## src/pkg/alarm_pkg.sv

```systemverilog
package alarm_pkg;

  // ---------------------------------------------------------------
  // register offsets, framer one, byte indices (index x4 = address)
  // ---------------------------------------------------------------
  localparam logic [11:0] framer_stride = 12'h200;
  localparam logic [8:0] ofs_lcv_hi = 9'h050;
  localparam logic [8:0] ofs_lcv_lo = 9'h051;
  localparam logic [8:0] ofs_pcv_hi = 9'h052;
  localparam logic [8:0] ofs_pcv_lo = 9'h053;
  localparam logic [8:0] ofs_fos_hi = 9'h054;
  localparam logic [8:0] ofs_fos_lo = 9'h055;
  localparam logic [8:0] ofs_ebe_hi = 9'h056;
  localparam logic [8:0] ofs_ebe_lo = 9'h057;
  localparam logic [8:0] ofs_ts_mon = 9'h060;
  localparam logic [8:0] ofs_err_cfg = 9'h086;
  localparam logic [8:0] ofs_rx_latched_status_1 = 9'h090;
  localparam logic [8:0] ofs_rx_latched_status_2 = 9'h091;
  localparam logic [8:0] ofs_rx_latched_status_3 = 9'h092;
  localparam logic [8:0] ofs_rx_latched_status_7 = 9'h096;
  localparam logic [8:0] ofs_rx_irq_mask_1 = 9'h0a0;
  localparam logic [8:0] ofs_rx_irq_mask_3 = 9'h0a2;
  localparam logic [8:0] ofs_rx_irq_mask_4 = 9'h0a3;
  localparam logic [8:0] ofs_rx_irq_mask_7 = 9'h0a6;
  localparam logic [8:0] ofs_live1 = 9'h0b0;
  localparam logic [8:0] ofs_live3 = 9'h0b2;
  localparam logic [8:0] ofs_rx_ctl2 = 9'h0b8;
  localparam logic [8:0] ofs_tx_latched_status_1 = 9'h190;
  localparam logic [8:0] ofs_tx_sync_latched_status = 9'h192;

  // ---------------------------------------------------------------
  // field positions
  // ---------------------------------------------------------------
  localparam int bit_lof = 0;
  localparam int bit_los = 1;
  localparam int bit_ais = 2;
  localparam int bit_rai = 3;
  localparam int bit_lof_clr = 4;
  localparam int bit_los_clr = 5;
  localparam int bit_ais_clr = 6;
  localparam int bit_rai_clr = 7;
  localparam int bit_f12_mode = 0;
  localparam int bit_esf_mode = 2;

  localparam logic [7:0] reset_byte = 8'h00;

  // ---------------------------------------------------------------
  // alarm criteria
  // ---------------------------------------------------------------
  localparam int ais_window_us = 3000;
  localparam int ais_set_zeros = 4;
  localparam int ais_clr_zeros = 5;
  localparam int rai_chan_span = 256;
  localparam int rai_chan_set = 254;
  localparam int fdl_span = 16;
  localparam int fdl_clr_max = 14;
  localparam logic [15:0] fdl_yellow = 16'h00ff;
  localparam int los_zero_run = 192;
  localparam int los_one_span = 112;
  localparam int los_one_need = 14;

endpackage : alarm_pkg

```

## src/core/t1_alarm_status_interrupt.sv

```systemverilog
`timescale 1ns/1ps
module t1_alarm_status_interrupt #(
  parameter logic [2:0] framer_num = 3'h0,
  parameter int clk_mhz = 50,
  parameter int bit_khz = 1544,
  parameter int ais_window_bits = alarm_pkg::ais_window_us * bit_khz / 1000
) (
  input wire logic pclk,
  input wire logic presetn,
  input wire logic psel,
  input wire logic penable,
  input wire logic pwrite,
  input wire logic [15:0] paddr,
  input wire logic [31:0] pwdata,
  input wire logic [3:0] pstrb,
  output logic [31:0] prdata,
  output logic pready,
  output logic pslverr,
  input wire logic rx_bit_valid,
  input wire logic rx_bit,
  input wire logic rx_frame_loss_now,
  input wire logic chan_bit2_valid,
  input wire logic chan_bit2,
  input wire logic fbit12_valid,
  input wire logic fbit12,
  input wire logic fdl_word_valid,
  input wire logic [15:0] fdl_word,
  output logic irq_out_n
);

  // ---------------------------------------------------------------
  // bus decode
  // ---------------------------------------------------------------
  logic [7:0] rx_latched_status_1_r, rx_irq_mask_1_r, rx_line_control_2_r, live_r;
  logic [7:0] rx_latched_status_1_nxt;
  logic [15:0] base_w;
  logic [15:0] rel_w;
  logic [8:0] idx_w;
  logic in_framer_w;
  logic acc_w, wr_w, rd_w;
  logic hit_rx_latched_status_1_w, hit_rx_irq_mask_1_w, hit_ctl_w, hit_live1_w, hit_zero_w;
  logic mapped_w;
  logic [7:0] rd_byte_w;
  // framer base from the stride
  assign base_w = 16'(framer_num) * 16'(alarm_pkg::framer_stride) * 16'h4;
  assign rel_w = paddr - base_w;
  assign in_framer_w = (paddr >= base_w) && (rel_w < 16'h0800)
                       && (paddr[1:0] == 2'h0);
  assign idx_w = rel_w[10:2];
  assign acc_w = psel && penable && in_framer_w;
  assign wr_w = acc_w && pwrite && pstrb[0];
  assign rd_w = acc_w && !pwrite;
  assign hit_rx_latched_status_1_w = (idx_w == alarm_pkg::ofs_rx_latched_status_1);
  assign hit_rx_irq_mask_1_w = (idx_w == alarm_pkg::ofs_rx_irq_mask_1);
  assign hit_ctl_w = (idx_w == alarm_pkg::ofs_rx_ctl2);
  assign hit_live1_w = (idx_w == alarm_pkg::ofs_live1);
  // listed registers outside this block read zero
  assign hit_zero_w = (idx_w == alarm_pkg::ofs_lcv_hi)
    || (idx_w == alarm_pkg::ofs_lcv_lo) || (idx_w == alarm_pkg::ofs_pcv_hi)
    || (idx_w == alarm_pkg::ofs_pcv_lo) || (idx_w == alarm_pkg::ofs_fos_hi)
    || (idx_w == alarm_pkg::ofs_fos_lo) || (idx_w == alarm_pkg::ofs_ebe_hi)
    || (idx_w == alarm_pkg::ofs_ebe_lo) || (idx_w == alarm_pkg::ofs_ts_mon)
    || (idx_w == alarm_pkg::ofs_err_cfg) || (idx_w == alarm_pkg::ofs_rx_latched_status_2)
    || (idx_w == alarm_pkg::ofs_rx_latched_status_3) || (idx_w == alarm_pkg::ofs_rx_latched_status_7)
    || (idx_w == alarm_pkg::ofs_rx_irq_mask_3) || (idx_w == alarm_pkg::ofs_rx_irq_mask_4)
    || (idx_w == alarm_pkg::ofs_rx_irq_mask_7) || (idx_w == alarm_pkg::ofs_live3)
    || (idx_w == alarm_pkg::ofs_tx_latched_status_1) || (idx_w == alarm_pkg::ofs_tx_sync_latched_status);
  assign mapped_w = hit_rx_latched_status_1_w || hit_rx_irq_mask_1_w || hit_ctl_w || hit_live1_w
                    || hit_zero_w;

  // read mux; live byte is a register so it cannot move mid-read
  always_comb begin
    if (hit_rx_latched_status_1_w) begin
      rd_byte_w = rx_latched_status_1_r;
    end else if (hit_rx_irq_mask_1_w) begin
      rd_byte_w = rx_irq_mask_1_r;
    end else if (hit_ctl_w) begin
      rd_byte_w = rx_line_control_2_r;
    end else if (hit_live1_w) begin
      rd_byte_w = live_r;
    end else begin
      rd_byte_w = alarm_pkg::reset_byte;
    end
  end

  // zero-wait answer, error on unmapped index
  always_ff @(posedge pclk or negedge presetn) begin
    if (!presetn) begin
      prdata <= 32'h0;
      pready <= 1'b0;
      pslverr <= 1'b0;
    end else begin
      pready <= psel && !penable;
      pslverr <= psel && !penable && !(in_framer_w && mapped_w);
      prdata <= (psel && !penable && !pwrite) ? {24'h0, rd_byte_w} : 32'h0;
    end
  end

  // ---------------------------------------------------------------
  // control registers
  // ---------------------------------------------------------------
  always_ff @(posedge pclk or negedge presetn) begin
    if (!presetn) begin
      rx_irq_mask_1_r <= alarm_pkg::reset_byte;
      rx_line_control_2_r <= alarm_pkg::reset_byte;
    end else begin
      if (wr_w && hit_rx_irq_mask_1_w) rx_irq_mask_1_r <= pwdata[7:0];
      if (wr_w && hit_ctl_w) rx_line_control_2_r <= pwdata[7:0];
    end
  end

  logic f12_mode_w, esf_mode_w;
  assign f12_mode_w = rx_line_control_2_r[alarm_pkg::bit_f12_mode];
  assign esf_mode_w = rx_line_control_2_r[alarm_pkg::bit_esf_mode];

  // ---------------------------------------------------------------
  // blue alarm: zeros counted in a fixed window of line bits
  // ---------------------------------------------------------------
  logic [15:0] ais_pos_r;
  logic [3:0] ais_zeros_r;
  logic ais_r;
  logic ais_end_w;
  logic [3:0] ais_zsum_w;
  assign ais_end_w = rx_bit_valid
                     && (ais_pos_r == 16'(ais_window_bits - 1));
  assign ais_zsum_w = ais_zeros_r + {3'h0, !rx_bit};
  always_ff @(posedge pclk or negedge presetn) begin
    if (!presetn) begin
      ais_pos_r <= 16'h0;
      ais_zeros_r <= 4'h0;
      ais_r <= 1'b0;
    end else if (rx_bit_valid) begin
      ais_pos_r <= ais_end_w ? 16'h0 : ais_pos_r + 16'h1;
      if (ais_end_w) begin
        ais_zeros_r <= 4'h0;
        ais_r <= (ais_zsum_w <= 4'(alarm_pkg::ais_set_zeros));
      end else if (ais_zeros_r < 4'(alarm_pkg::ais_clr_zeros)) begin
        ais_zeros_r <= ais_zsum_w; // saturates, only the threshold matters
      end
    end
  end

  // ---------------------------------------------------------------
  // loss of signal
  // ---------------------------------------------------------------
  logic [7:0] los_zrun_r, los_span_r, los_ones_r;
  logic los_r;
  always_ff @(posedge pclk or negedge presetn) begin
    if (!presetn) begin
      los_zrun_r <= 8'h0;
      los_span_r <= 8'h0;
      los_ones_r <= 8'h0;
      los_r <= 1'b0;
    end else if (rx_bit_valid) begin
      los_zrun_r <= rx_bit ? 8'h0 : ((los_zrun_r == 8'hff) ? los_zrun_r
                                     : los_zrun_r + 8'h1);
      if (!los_r) begin
        los_span_r <= 8'h0;
        los_ones_r <= 8'h0;
        if (!rx_bit && los_zrun_r == 8'(alarm_pkg::los_zero_run - 1))
          los_r <= 1'b1;
      end else if (los_span_r == 8'h0) begin
        if (rx_bit) begin
          los_span_r <= 8'h1; // window opens at first one
          los_ones_r <= 8'h1;
        end
      end else begin
        if (los_ones_r + {7'h0, rx_bit} >= 8'(alarm_pkg::los_one_need)) begin
          los_r <= 1'b0;
        end else if (los_span_r == 8'(alarm_pkg::los_one_span - 1)) begin
          los_span_r <= 8'h0;
          los_ones_r <= 8'h0;
        end else begin
          los_span_r <= los_span_r + 8'h1;
          los_ones_r <= los_ones_r + {7'h0, rx_bit};
        end
      end
    end
  end

  // ---------------------------------------------------------------
  // yellow alarm, three modes
  // ---------------------------------------------------------------
  logic [8:0] ch_cnt_r, ch_zero_r;
  logic rai_b2_r;
  logic [1:0] f12_hist_r;
  logic rai_f12_r;
  logic [4:0] fdl_cnt_r, fdl_hit_r;
  logic rai_esf_r;
  logic ch_end_w, fdl_end_w, fdl_match_w;
  logic [8:0] ch_zsum_w;
  logic [4:0] fdl_hsum_w;
  assign ch_end_w = ch_cnt_r == 9'(alarm_pkg::rai_chan_span - 1);
  assign ch_zsum_w = ch_zero_r + {8'h0, !chan_bit2};
  assign fdl_match_w = (fdl_word == alarm_pkg::fdl_yellow);
  assign fdl_end_w = fdl_cnt_r == 5'(alarm_pkg::fdl_span - 1);
  assign fdl_hsum_w = fdl_hit_r + {4'h0, fdl_match_w};
  always_ff @(posedge pclk or negedge presetn) begin
    if (!presetn) begin
      ch_cnt_r <= 9'h0;
      ch_zero_r <= 9'h0;
      rai_b2_r <= 1'b0;
      f12_hist_r <= 2'h0;
      rai_f12_r <= 1'b0;
      fdl_cnt_r <= 5'h0;
      fdl_hit_r <= 5'h0;
      rai_esf_r <= 1'b0;
    end else begin
      if (chan_bit2_valid) begin
        ch_cnt_r <= ch_end_w ? 9'h0 : ch_cnt_r + 9'h1;
        ch_zero_r <= ch_end_w ? 9'h0 : ch_zsum_w;
        if (ch_end_w)
          rai_b2_r <= (ch_zsum_w >= 9'(alarm_pkg::rai_chan_set));
      end
      if (fbit12_valid) begin
        f12_hist_r <= {f12_hist_r[0], fbit12};
        if (f12_hist_r[0] && fbit12) rai_f12_r <= 1'b1;
        if (!f12_hist_r[0] && !fbit12) rai_f12_r <= 1'b0;
      end
      if (fdl_word_valid) begin
        // all 16 words of a window matching sets; windows of 16 decide clearing
        fdl_cnt_r <= fdl_end_w ? 5'h0 : fdl_cnt_r + 5'h1;
        fdl_hit_r <= fdl_end_w ? 5'h0 : fdl_hsum_w;
        if (fdl_end_w && fdl_hsum_w == 5'(alarm_pkg::fdl_span))
          rai_esf_r <= 1'b1;
        else if (fdl_end_w && fdl_hsum_w <= 5'(alarm_pkg::fdl_clr_max))
          rai_esf_r <= 1'b0;
      end
    end
  end

  logic rai_w;
  assign rai_w = esf_mode_w ? rai_esf_r : (f12_mode_w ? rai_f12_r : rai_b2_r);

  // ---------------------------------------------------------------
  // live status, held while a transfer is in progress
  // ---------------------------------------------------------------
  logic [7:0] live_nxt;
  assign live_nxt = {4'h0, rai_w, ais_r, los_r, rx_frame_loss_now};
  always_ff @(posedge pclk or negedge presetn) begin
    if (!presetn) begin
      live_r <= alarm_pkg::reset_byte;
    end else if (!psel) begin
      live_r <= live_nxt;
    end
  end

  // ---------------------------------------------------------------
  // latched status: edges of live bits, write one to clear
  // ---------------------------------------------------------------
  logic [7:0] prev_r;
  logic [7:0] rise_w, fall_w, set_w, clr_w;
  assign rise_w = live_r & ~prev_r;
  assign fall_w = ~live_r & prev_r;
  assign set_w = {fall_w[3:0], rise_w[3:0]};
  assign clr_w = (wr_w && hit_rx_latched_status_1_w) ? pwdata[7:0] : 8'h00;
  // set wins over a clear in the same cycle
  assign rx_latched_status_1_nxt = (rx_latched_status_1_r & ~clr_w) | set_w;
  always_ff @(posedge pclk or negedge presetn) begin
    if (!presetn) begin
      prev_r <= alarm_pkg::reset_byte;
      rx_latched_status_1_r <= alarm_pkg::reset_byte;
    end else begin
      prev_r <= live_r;
      rx_latched_status_1_r <= rx_latched_status_1_nxt;
    end
  end

  // ---------------------------------------------------------------
  // interrupt, active low
  // ---------------------------------------------------------------
  always_ff @(posedge pclk or negedge presetn) begin
    if (!presetn) begin
      irq_out_n <= 1'b1;
    end else begin
      irq_out_n <= ~|(rx_latched_status_1_r & rx_irq_mask_1_r);
    end
  end

endmodule : t1_alarm_status_interrupt

```

## config.mk

```make
export PLATFORM = sky130hd
export DESIGN_NAME = t1_alarm_status_interrupt
export DESIGN_NICKNAME = d
export VERILOG_FILES = /design/src/pkg/alarm_pkg.sv /design/src/core/t1_alarm_status_interrupt.sv
export SDC_FILE = /design/constraint.sdc
export NUM_CORES = 1
export LEC_CHECK = 0
export BUFFER_PORTS_ARGS = -buffer_cell sky130_fd_sc_hd__buf_4
export CORE_UTILIZATION = 40
export CTS_CLUSTER_DIAMETER = 50
export DETAILED_ROUTE_END_ITERATION = 10
export PLACE_DENSITY = 0.69
export REMOVE_ABC_BUFFERS = 1
export SYNTH_ARGS = -nofsm -noshare
export SYNTH_HDL_FRONTEND = slang
export SYNTH_SLANG_ARGS = --single-unit
```

## constraint.sdc

```tcl
create_clock -name pclk -period 2.89 [get_ports pclk]
set_input_delay 0.1445 -clock pclk [delete_from_list [all_inputs] [get_ports pclk]]
set_output_delay 0.1445 -clock pclk [all_outputs]
set_load 0.01 [all_outputs]
```

==> impl_table.tex, run 1 <==
\begin{tabular}{lr}
\hline
Metric & Value \\
\hline
\multicolumn{2}{l}{\textbf{Synthesis}} \\
\quad Netlist Area Pre-Place & 0.00604 mm\^{}2 \\
\quad Yosys reg bits & 121 \\
\quad EDFF count, synth & 0 \\
\quad Syn avg cell area & 10.2 um\^{}2 \\
\quad Top area cells in the synthesized netlist & sky130\_fd\_sc\_hd\_\_dfrtp\_1, sky130\_fd\_sc\_hd\_\_mux2\_2, sky130\_fd\_sc\_hd\_\_o21ai\_0 \\
\quad Post-synthesis cell type count & 56 \\
\quad Most frequent cell after synthesis & sky130\_fd\_sc\_hd\_\_dfrtp\_1 \\
\quad Top cell type's share of synthesized area & 0.497 \\
\quad Post-Syn Instances & 592 \\
\quad Most used flip-flop cell after synthesis & sky130\_fd\_sc\_hd\_\_dfrtp\_1 \\
\quad Yosys top cell by area & sky130\_fd\_sc\_hd\_\_dfrtp\_1 \\
\quad Share of synthesized registers carrying an async set or reset & 1.00 \\
\quad Count of warnings emitted by yosys & 0 \\
\quad Leading post-synthesis cells by instance count & sky130\_fd\_sc\_hd\_\_dfrtp\_1, sky130\_fd\_sc\_hd\_\_nand2\_1, sky130\_fd\_sc\_hd\_\_o21ai\_0, sky130\_fd\_sc\_hd\_\_nor2\_1, sky130\_fd\_sc\_hd\_\_inv\_1 \\
\quad Part of the Yosys area used for sequential elements & 0.501 \\
\multicolumn{2}{l}{\textbf{Finish}} \\
\quad Number of nets in the final layout & 779 \\
\quad Area taken by flip-flops and latches & 0.00303 mm\^{}2 \\
\quad Post-synthesis to final-layout area growth & 22.8\% \\
\quad Multi-input logic area & 0.00276 mm\^{}2 \\
\quad Top register by number of flip-flops & ais\_pos\_r \\
\quad Final antenna diode count & 0 \\
\quad Number of flip-flops under the largest register name & 16 \\
\quad Largest registers in the final layout & ais\_pos\_r x16, ch\_cnt\_r x9, ch\_zero\_r x9 \\
\quad Number of inserted filler cells in the final layout & 1,273 \\
\quad Fraction of layout cells with a size suffix above 1 & 0.197 \\
\multicolumn{2}{l}{\textbf{Drt}} \\
\quad Via-per-instance ratio & 5.40 \\
\quad Number of search-and-repair iterations in the first detailed-routing pass & 8 \\
\quad Final Routed Wirelength & 12,700 um \\
\quad Routed wire length per instance & 14.4 um \\
\quad \# DRC & 28 \\
\quad Routed vias & 4,750 \\
\quad Drt initial violations & 357 \\
\quad Detail Route Antenna Nets & 0 \\
\multicolumn{2}{l}{\textbf{Placed design}} \\
\quad \# port buffers & 64 \\
\quad Gp weighted congestion & 0.871 \\
\quad Estimated wirelength of the detail-placed design & 8450 um \\
\multicolumn{2}{l}{\textbf{Floorplan}} \\
\quad Starting density of the core & 0.413 \\
\quad Ports placed on the boundary & 116 \\
\quad Die height & 125 um \\
\quad Core ar. & 0.0146 mm\^{}2 \\
\quad Horizontal die dimension & 125 um \\
\quad Floorplan die area & 0.0156 mm\^{}2 \\
\quad Number of cell rows & 44 \\
\multicolumn{2}{l}{\textbf{Global route}} \\
\quad Global route total overflow & 0 \\
\quad Initial antenna violation count & 0 \\
\quad Vias in the first global route & 4,579 \\
\quad Global-route wire length before repair & 21,400 um \\
\quad GRT Total Usage & 0.170 \\
\quad Pin count of the biggest net entering global routing & 81 \\
\multicolumn{2}{l}{\textbf{Clock tree}} \\
\quad Number of buffers created by CTS & 17 \\
\quad Post-CTS Hold Fix Bufs & 15 \\
\quad Clock transition at the registers of the reported paths & 0.06 ns \\
\quad CTS tree & built \\
\quad Setup repair bufs after CTS & 0 \\
\quad Post-cts resize count & 0 \\
\quad Clock insertion delay at the later pin of the skew report & 0.42 ns \\
\quad Clock root cell & sky130\_fd\_sc\_hd\_\_clkbuf\_16 \\
\quad CTS Buffer Depth & 2 \\
\quad H-tree lvl count & 4 \\
\quad Clock sinks & 121 \\
\multicolumn{2}{l}{\textbf{Timing}} \\
\quad Total negative slack for setup checks & 0 ns \\
\quad Total count of hold-check failures in the final report & 0 \\
\quad Fin. max-slew vios & 0 \\
\quad Unrepaired setup endpoints after global routing & false \\
\quad Top achievable clock speed & 411 MHz \\
\quad Worst slew slack as a fraction of its limit & 0.543 \\
\quad Worst-case hold slack & 0.0330 ns \\
\quad Tightest Pin Transition & 0.683 ns \\
\quad Fin crit period & 2.43 ns \\
\quad Final setup skew & 0.0120 ns \\
\quad Total of endpoints with negative setup slack in the final report & 0 \\
\quad Crit share post-route & 0.842 \\
\multicolumn{2}{l}{\textbf{Worst setup path}} \\
\quad Crit path capture type & flop \\
\quad Classification of the worst setup path & in2reg \\
\quad Startpoint Class & input pin \\
\quad Arr. time, crit path & 2.73 ns \\
\quad Critical path required time & 3.19 ns \\
\quad Max Fanout on Critical Path & 20 \\
\multicolumn{2}{l}{\textbf{Power}} \\
\quad Maximum resistive drop on vdd & 446 uV \\
\quad P per Cell Area & 628 mW/mm\^{}2 \\
\quad Overall power after layout & 4.66 mW \\
\quad Reported leakage power & 3.38 nW \\
\multicolumn{2}{l}{\textbf{Status}} \\
\quad Failing checks & DRC \\
\quad Result of the run & complete, but fails checks \\
\multicolumn{2}{l}{\textbf{Job}} \\
\quad Max-cap violations & 0 \\
\multicolumn{2}{l}{\textbf{Hold path}} \\
\quad Tightest Hold Check Type & in2reg \\
\hline
\end{tabular}
[worst paths after layout]
kind / startpoint / endpoint / slack (ns) / cells past startpoint
max reg2reg: los_ones_r[0]$_DFFE_PN0P_ / los_span_r[7]$_DFFE_PN0P_ / 0.55 / 9
min: fdl_word_valid / fdl_hit_r[3]$_DFFE_PN0P_ / 0.03 / 2
min in group asynchronous: presetn / los_zrun_r[6]$_DFFE_PN0P_ / 0.27 / 2
max: rx_bit / los_span_r[7]$_DFFE_PN0P_ / 0.46 / 11
max in group asynchronous: presetn / rx_line_control_2_r[7]$_DFFE_PN0P_ / 1.80 / 3
min reg2reg: live_r[1]$_DFFE_PN0N_ / prev_r[1]$_DFF_PN0_ / 0.44 / 0
[routing by layer]
metal | global-route usage | share of wire | up-vias
met5 | 0 | 0 | -
met2 | 0.283 | 0.48 | 166
met3 | 0.0408 | 0.057 | 15
li1 | - | - | 2277
met4 | 0.0710 | 0.011 | 0
met1 | 0.214 | 0.45 | 2292
[layout make-up]
type,instances,area share
clock buffer,17,0.0573
sequential,121,0.408
timing repair buffer,85,0.0927
tap,184,0.0310
inverter,32,0.0162
clock inverter,15,0.0223
multi-input combinational,426,0.372
[placed cells by master (no fill, tap or decap), drive strengths merged, types with 11 or more instances in the layout]
cell and n:
buf 70, nand4 12, o21ai 41, dlygate4sd3 15
nor3 15, xor2 13, nand2b 11, xnor2 20
inv 37, dfrtp 120, nand3 29, nand2 55
ha 15, nor2 40, conb 24, o22ai 11
clkbuf 17, mux2 22, a22oi 13
[logic make-up (layout without fill, tap and decap cells)]
family	count (synthesis)	after routing	share of synthesized area
XOR/XNOR	33	33	0.0478
other	1	24	0.000621
buffers and inverters	68	149	0.0573
flip-flops	121	121	0.501
multiplexers	27	27	0.0493
AND/OR/NAND/NOR	205	205	0.178
AO/OA/AOI/OAI	122	122	0.134
adder cells (fa/ha/maj)	15	15	0.0311
[critical path: stages]
cell and delay, ns:
sky130_fd_sc_hd__dlygate4sd3_1 0.54, sky130_fd_sc_hd__buf_4 0.18, sky130_fd_sc_hd__ha_1 0.24, sky130_fd_sc_hd__ha_1 0.24, sky130_fd_sc_hd__and3_1 0.21, sky130_fd_sc_hd__nor3_1 0.12
sky130_fd_sc_hd__a31oi_1 0.11, sky130_fd_sc_hd__o32ai_2 0.29, sky130_fd_sc_hd__buf_4 0.27, sky130_fd_sc_hd__o21ai_0 0.13, sky130_fd_sc_hd__a22o_1 0.25
[where the power goes]
group          switching, mW  internal, mW  total (mW)
sequential             0.162          1.86        2.02
clock                  0.827          1.28        2.11
combinational          0.279         0.253       0.532
total                   1.27          3.39        4.66
[per-stage QoR]
step | area [um^2] | std cells | utilization | worst slack, ns
after floorplan | 5900 | 579 | - | -0.113
after global placement | 6680 | 833 | 0.456 | 0.644
after detailed placement | 6680 | 833 | 0.456 | 0.578
after CTS | 7420 | 880 | 0.507 | 0.505
after global routing | 7420 | 880 | 0.507 | 0.309
final | 7420 | 880 | 0.507 | 0.457
(Power assumes the default switching activity.)
==> inputs of run 2 (changes only) <==
--- a/config.mk
+++ b/config.mk
@@ -5,11 +5,12 @@
 export SDC_FILE = /design/constraint.sdc
 export NUM_CORES = 1
 export LEC_CHECK = 0
+export ABC_AREA = 1
 export BUFFER_PORTS_ARGS = -buffer_cell sky130_fd_sc_hd__buf_4
 export CORE_UTILIZATION = 40
 export CTS_CLUSTER_DIAMETER = 50
 export DETAILED_ROUTE_END_ITERATION = 10
-export PLACE_DENSITY = 0.69
+export PLACE_DENSITY = 0.68
 export REMOVE_ABC_BUFFERS = 1
 export SYNTH_ARGS = -nofsm -noshare
 export SYNTH_HDL_FRONTEND = slang
==> constraint.sdc (replaced) <==
create_clock -name pclk -period 2.5 [get_ports pclk]
set_input_delay 0.125 -clock pclk [delete_from_list [all_inputs] [get_ports pclk]]
set_output_delay 0.125 -clock pclk [all_outputs]
set_load 0.01 [all_outputs]
==> impl_table.tex, run 2 <==
\begin{tabular}{lr}
\hline
Metric & Value \\
\hline
\multicolumn{2}{l}{\textbf{Finish}} \\
\quad Top library cells by usage in the layout, fill and taps aside & sky130\_fd\_sc\_hd\_\_nand2\_1, sky130\_fd\_sc\_hd\_\_dfrtp\_1, sky130\_fd\_sc\_hd\_\_inv\_1 \\
\quad Largest registers in the final layout & ais\_pos\_r x16, ch\_cnt\_r x9, ch\_zero\_r x9 \\
\quad Final non-filler cell total & 1,145 \\
\quad Post-layout util & 0.498 \\
\quad Number of inserted filler cells in the final layout & 1,508 \\
\quad Multi-input logic area & 0.00295 mm\^{}2 \\
\quad Post-synthesis to final-layout area growth & 20.9\% \\
\quad Most common library cell in the layout ignoring fill and taps & sky130\_fd\_sc\_hd\_\_nand2\_1 \\
\quad Number of nets in the final layout & 1,013 \\
\quad Area taken by flip-flops and latches & 0.00303 mm\^{}2 \\
\quad Fraction of layout cells with a size suffix above 1 & 0.136 \\
\quad Number of flip-flops under the largest register name & 16 \\
\quad Final antenna diode count & 0 \\
\quad Top register by number of flip-flops & ais\_pos\_r \\
\multicolumn{2}{l}{\textbf{Timing}} \\
\quad Total of endpoints with negative setup slack in the final report & 0 \\
\quad Total negative slack for setup checks & 0 ns \\
\quad Final setup skew & 0.00558 ns \\
\quad Fin. max-slew vios & 0 \\
\quad Total count of hold-check failures in the final report & 0 \\
\quad Crit share post-route & 0.827 \\
\quad Worst slew slack as a fraction of its limit & 0.565 \\
\quad Top achievable clock speed & 484 MHz \\
\quad Unrepaired setup endpoints after global routing & false \\
\quad Minimum setup slack in the final design & 0.432 ns \\
\quad Worst-case hold slack & 0.0386 ns \\
\quad Fin crit period & 2.07 ns \\
\quad Tightest Pin Transition & 0.652 ns \\
\multicolumn{2}{l}{\textbf{Synthesis}} \\
\quad Yosys reg bits & 121 \\
\quad Most frequent cell after synthesis & sky130\_fd\_sc\_hd\_\_nand2\_1 \\
\quad Most used flip-flop cell after synthesis & sky130\_fd\_sc\_hd\_\_dfrtp\_1 \\
\quad Share of synthesized registers carrying an async set or reset & 1.00 \\
\quad Leading post-synthesis cells by instance count & sky130\_fd\_sc\_hd\_\_nand2\_1, sky130\_fd\_sc\_hd\_\_dfrtp\_1, sky130\_fd\_sc\_hd\_\_inv\_1, sky130\_fd\_sc\_hd\_\_nand3\_1, sky130\_fd\_sc\_hd\_\_nor2\_1 \\
\quad Syn avg cell area & 7.98 um\^{}2 \\
\quad Count of warnings emitted by yosys & 0 \\
\quad EDFF count, synth & 0 \\
\quad Top area cells in the synthesized netlist & sky130\_fd\_sc\_hd\_\_dfrtp\_1, sky130\_fd\_sc\_hd\_\_nand2\_1, sky130\_fd\_sc\_hd\_\_inv\_1 \\
\quad Post-Syn Instances & 824 \\
\quad Top cell type's share of synthesized area & 0.457 \\
\quad Netlist Area Pre-Place & 0.00657 mm\^{}2 \\
\quad Post-synthesis cell type count & 42 \\
\quad Part of the Yosys area used for sequential elements & 0.461 \\
\quad Yosys top cell by area & sky130\_fd\_sc\_hd\_\_dfrtp\_1 \\
\multicolumn{2}{l}{\textbf{Worst setup path}} \\
\quad Launch point of the critical path & rx\_bit \\
\quad Max Fanout on Critical Path & 18 \\
\quad Worst reg2reg path depth & 11 \\
\quad Source of the worst register-to-register timing path & los\_ones\_r[0]\$\_DFFE\_PN0P\_ \\
\quad Arr. time, crit path & 2.36 ns \\
\quad Startpoint Class & input pin \\
\quad Worst setup path endpoint & los\_span\_r[7]\$\_DFFE\_PN0P\_ \\
\quad Worst r2r dst & los\_span\_r[7]\$\_DFFE\_PN0P\_ \\
\quad Critical path required time & 2.79 ns \\
\quad Crit path capture type & flop \\
\quad Classification of the worst setup path & in2reg \\
\quad Setup slack of the worst register-to-register path & 0.48 ns \\
\multicolumn{2}{l}{\textbf{Status}} \\
\quad Result of the run & finished clean \\
\multicolumn{2}{l}{\textbf{Floorplan}} \\
\quad Ports placed on the boundary & 116 \\
\quad Floorplan die area & 0.0170 mm\^{}2 \\
\quad Horizontal die dimension & 130 um \\
\quad Number of cell rows & 46 \\
\quad Die height & 130 um \\
\quad Core ar. & 0.0159 mm\^{}2 \\
\quad Starting density of the core & 0.412 \\
\multicolumn{2}{l}{\textbf{Clock tree}} \\
\quad Clock transition at the registers of the reported paths & 0.05 ns \\
\quad Clock insertion delay at the later pin of the skew report & 0.41 ns \\
\quad CTS Buffer Depth & 2 \\
\quad CTS tree & built \\
\quad H-tree lvl count & 4 \\
\quad Number of buffers created by CTS & 17 \\
\quad Clock sinks & 121 \\
\quad Clock root cell & sky130\_fd\_sc\_hd\_\_clkbuf\_16 \\
\quad Setup repair bufs after CTS & 0 \\
\multicolumn{2}{l}{\textbf{Power}} \\
\quad P per Cell Area & 761 mW/mm\^{}2 \\
\quad P\_sw & 1.80 mW \\
\quad Switching portion of total power & 0.298 \\
\quad Reported leakage power & 3.95 nW \\
\quad Internal power & 4.24 mW \\
\quad Flop pwr share & 0.421 \\
\quad Clock share of power & 0.391 \\
\quad Logic gate share of total power & 0.188 \\
\quad Maximum resistive drop on vdd & 510 uV \\
\multicolumn{2}{l}{\textbf{Global route}} \\
\quad Pin count of the biggest net entering global routing & 54 \\
\quad Initial antenna violation count & 0 \\
\quad GRT Total Usage & 0.173 \\
\quad Global-route wire length before repair & 23,000 um \\
\quad Vias in the first global route & 5,073 \\
\quad Global route total overflow & 0 \\
\multicolumn{2}{l}{\textbf{Placed design}} \\
\quad Minimum setup slack after placement & 0.481 ns \\
\quad Estimated wirelength of the detail-placed design & 9440 um \\
\quad \# port buffers & 64 \\
\quad Total placed cells including tap cells & 1,098 \\
\quad Gp weighted congestion & 0.809 \\
\multicolumn{2}{l}{\textbf{Drt}} \\
\quad Final Routed Wirelength & 13,300 um \\
\quad Routed wire length per instance & 11.6 um \\
\quad Number of search-and-repair iterations in the first detailed-routing pass & 5 \\
\quad Detail Route Antenna Nets & 0 \\
\quad Routed vias & 5,462 \\
\quad Via-per-instance ratio & 4.77 \\
\quad \# DRC & 0 \\
\quad Drt initial violations & 370 \\
\multicolumn{2}{l}{\textbf{Job}} \\
\quad Max-cap violations & 0 \\
\multicolumn{2}{l}{\textbf{Hold path}} \\
\quad Number of cells traversed by the worst hold path & 2 \\
\quad Tightest Hold Check Type & in2reg \\
\hline
\end{tabular}
run 2: cell count changes after synthesis, moves of 9 or more:
cell                       before  now
sky130_fd_sc_hd__nand2_1       54  206
sky130_fd_sc_hd__inv_1         32  115
sky130_fd_sc_hd__nand3_1       29   64
sky130_fd_sc_hd__nor2_1        39   63
sky130_fd_sc_hd__mux2_2        22    1
sky130_fd_sc_hd__xnor2_1       20    2
sky130_fd_sc_hd__a21oi_1       10   23
sky130_fd_sc_hd__a22oi_1       13    0
sky130_fd_sc_hd__nand4_1       12   25
sky130_fd_sc_hd__xor2_1        13   26
sky130_fd_sc_hd__o21ai_1        0   11
sky130_fd_sc_hd__nand2b_1      10    0
sky130_fd_sc_hd__and3_1        10    1
run 2: area by class of cell:
| type | count | share of cell area |
|---|---|---|
| multi-input cells | 575 | 0.371 |
| well taps | 216 | 0.0340 |
| clock buffers | 24 | 0.0606 |
| inverters | 118 | 0.0557 |
| flip-flops and latches | 121 | 0.381 |
| clock inverters | 7 | 0.0117 |
| repair buffers | 84 | 0.0860 |
run 2: metrics by stage:
stage | total power, mW | cell area (um^2)
finish | 6.05 | 7950
global route | 6.42 | 7950
CTS | 6.11 | 7950
detailed placement | 3.69 | 7210
global placement | 3.66 | 7210
floorplan | 3.33 | 6420
run 2: how the worst min path moves through the flow:
stage | start | end
2_1_floorplan | presetn | ais_pos_r[0]$_DFFE_PN0P_
3_3_place_gp | presetn | ch_zero_r[0]$_DFFE_PN0P_
3_5_place_dp | presetn | ch_zero_r[0]$_DFFE_PN0P_
4_1_cts | chan_bit2_valid | ch_cnt_r[0]$_DFFE_PN0P_
5_1_grt | rx_bit_valid | ais_pos_r[14]$_DFFE_PN0P_
6_report | chan_bit2_valid | ch_cnt_r[0]$_DFFE_PN0P_
run 2: metal layers:
layer / track usage / vias up / wire length, um
met2: 0.277 / 131 / 6140
met4: 0.0821 / 0 / 215
met1: 0.222 / 2498 / 6280
met5: 0 / - / 0
met3: 0.0394 / 18 / 678
li1: - / 2815 / -
run 2: cell families after synthesis:
| family | share of synthesized area |
|---|---|
| other | 0.000570 |
| DFF | 0.461 |
| adders and majority gates | 0.0285 |
| and+or+nand+nor | 0.274 |
| buffers and inverters | 0.104 |
| xor gates and xnor gates | 0.0373 |
| muxes | 0.00324 |
| AOI/OAI and AO/OA | 0.0917 |
run 2: worst max-delay path, stage by stage:
cell and delay (ns):
sky130_fd_sc_hd__dlygate4sd3_1 0.53, sky130_fd_sc_hd__buf_4 0.16, sky130_fd_sc_hd__ha_1 0.24, sky130_fd_sc_hd__ha_1 0.22, sky130_fd_sc_hd__nand3_1 0.13, sky130_fd_sc_hd__xor2_1 0.15
sky130_fd_sc_hd__inv_1 0.05, sky130_fd_sc_hd__a21oi_1 0.15, sky130_fd_sc_hd__nand3_2 0.10, sky130_fd_sc_hd__nand2_4 0.20, sky130_fd_sc_hd__nand2_4 0.15, sky130_fd_sc_hd__nand2_1 0.10
sky130_fd_sc_hd__nand2_1 0.06
run 2: what timing repair did:
action                    in CTS  in global routing
hold buffers                  16                  0
gates resized for setup        0                  0
hold endpoints to repair      83                  0
run 2: power groups by stage:
stage,clock network (mW),logic [mW],registers (mW)
2_1_floorplan,0,0.823,2.51
3_3_place_gp,0,1.09,2.56
3_5_place_dp,0,1.12,2.56
4_1_cts,2.42,1.15,2.54
5_1_grt,2.50,1.32,2.59
6_report,2.36,1.14,2.54
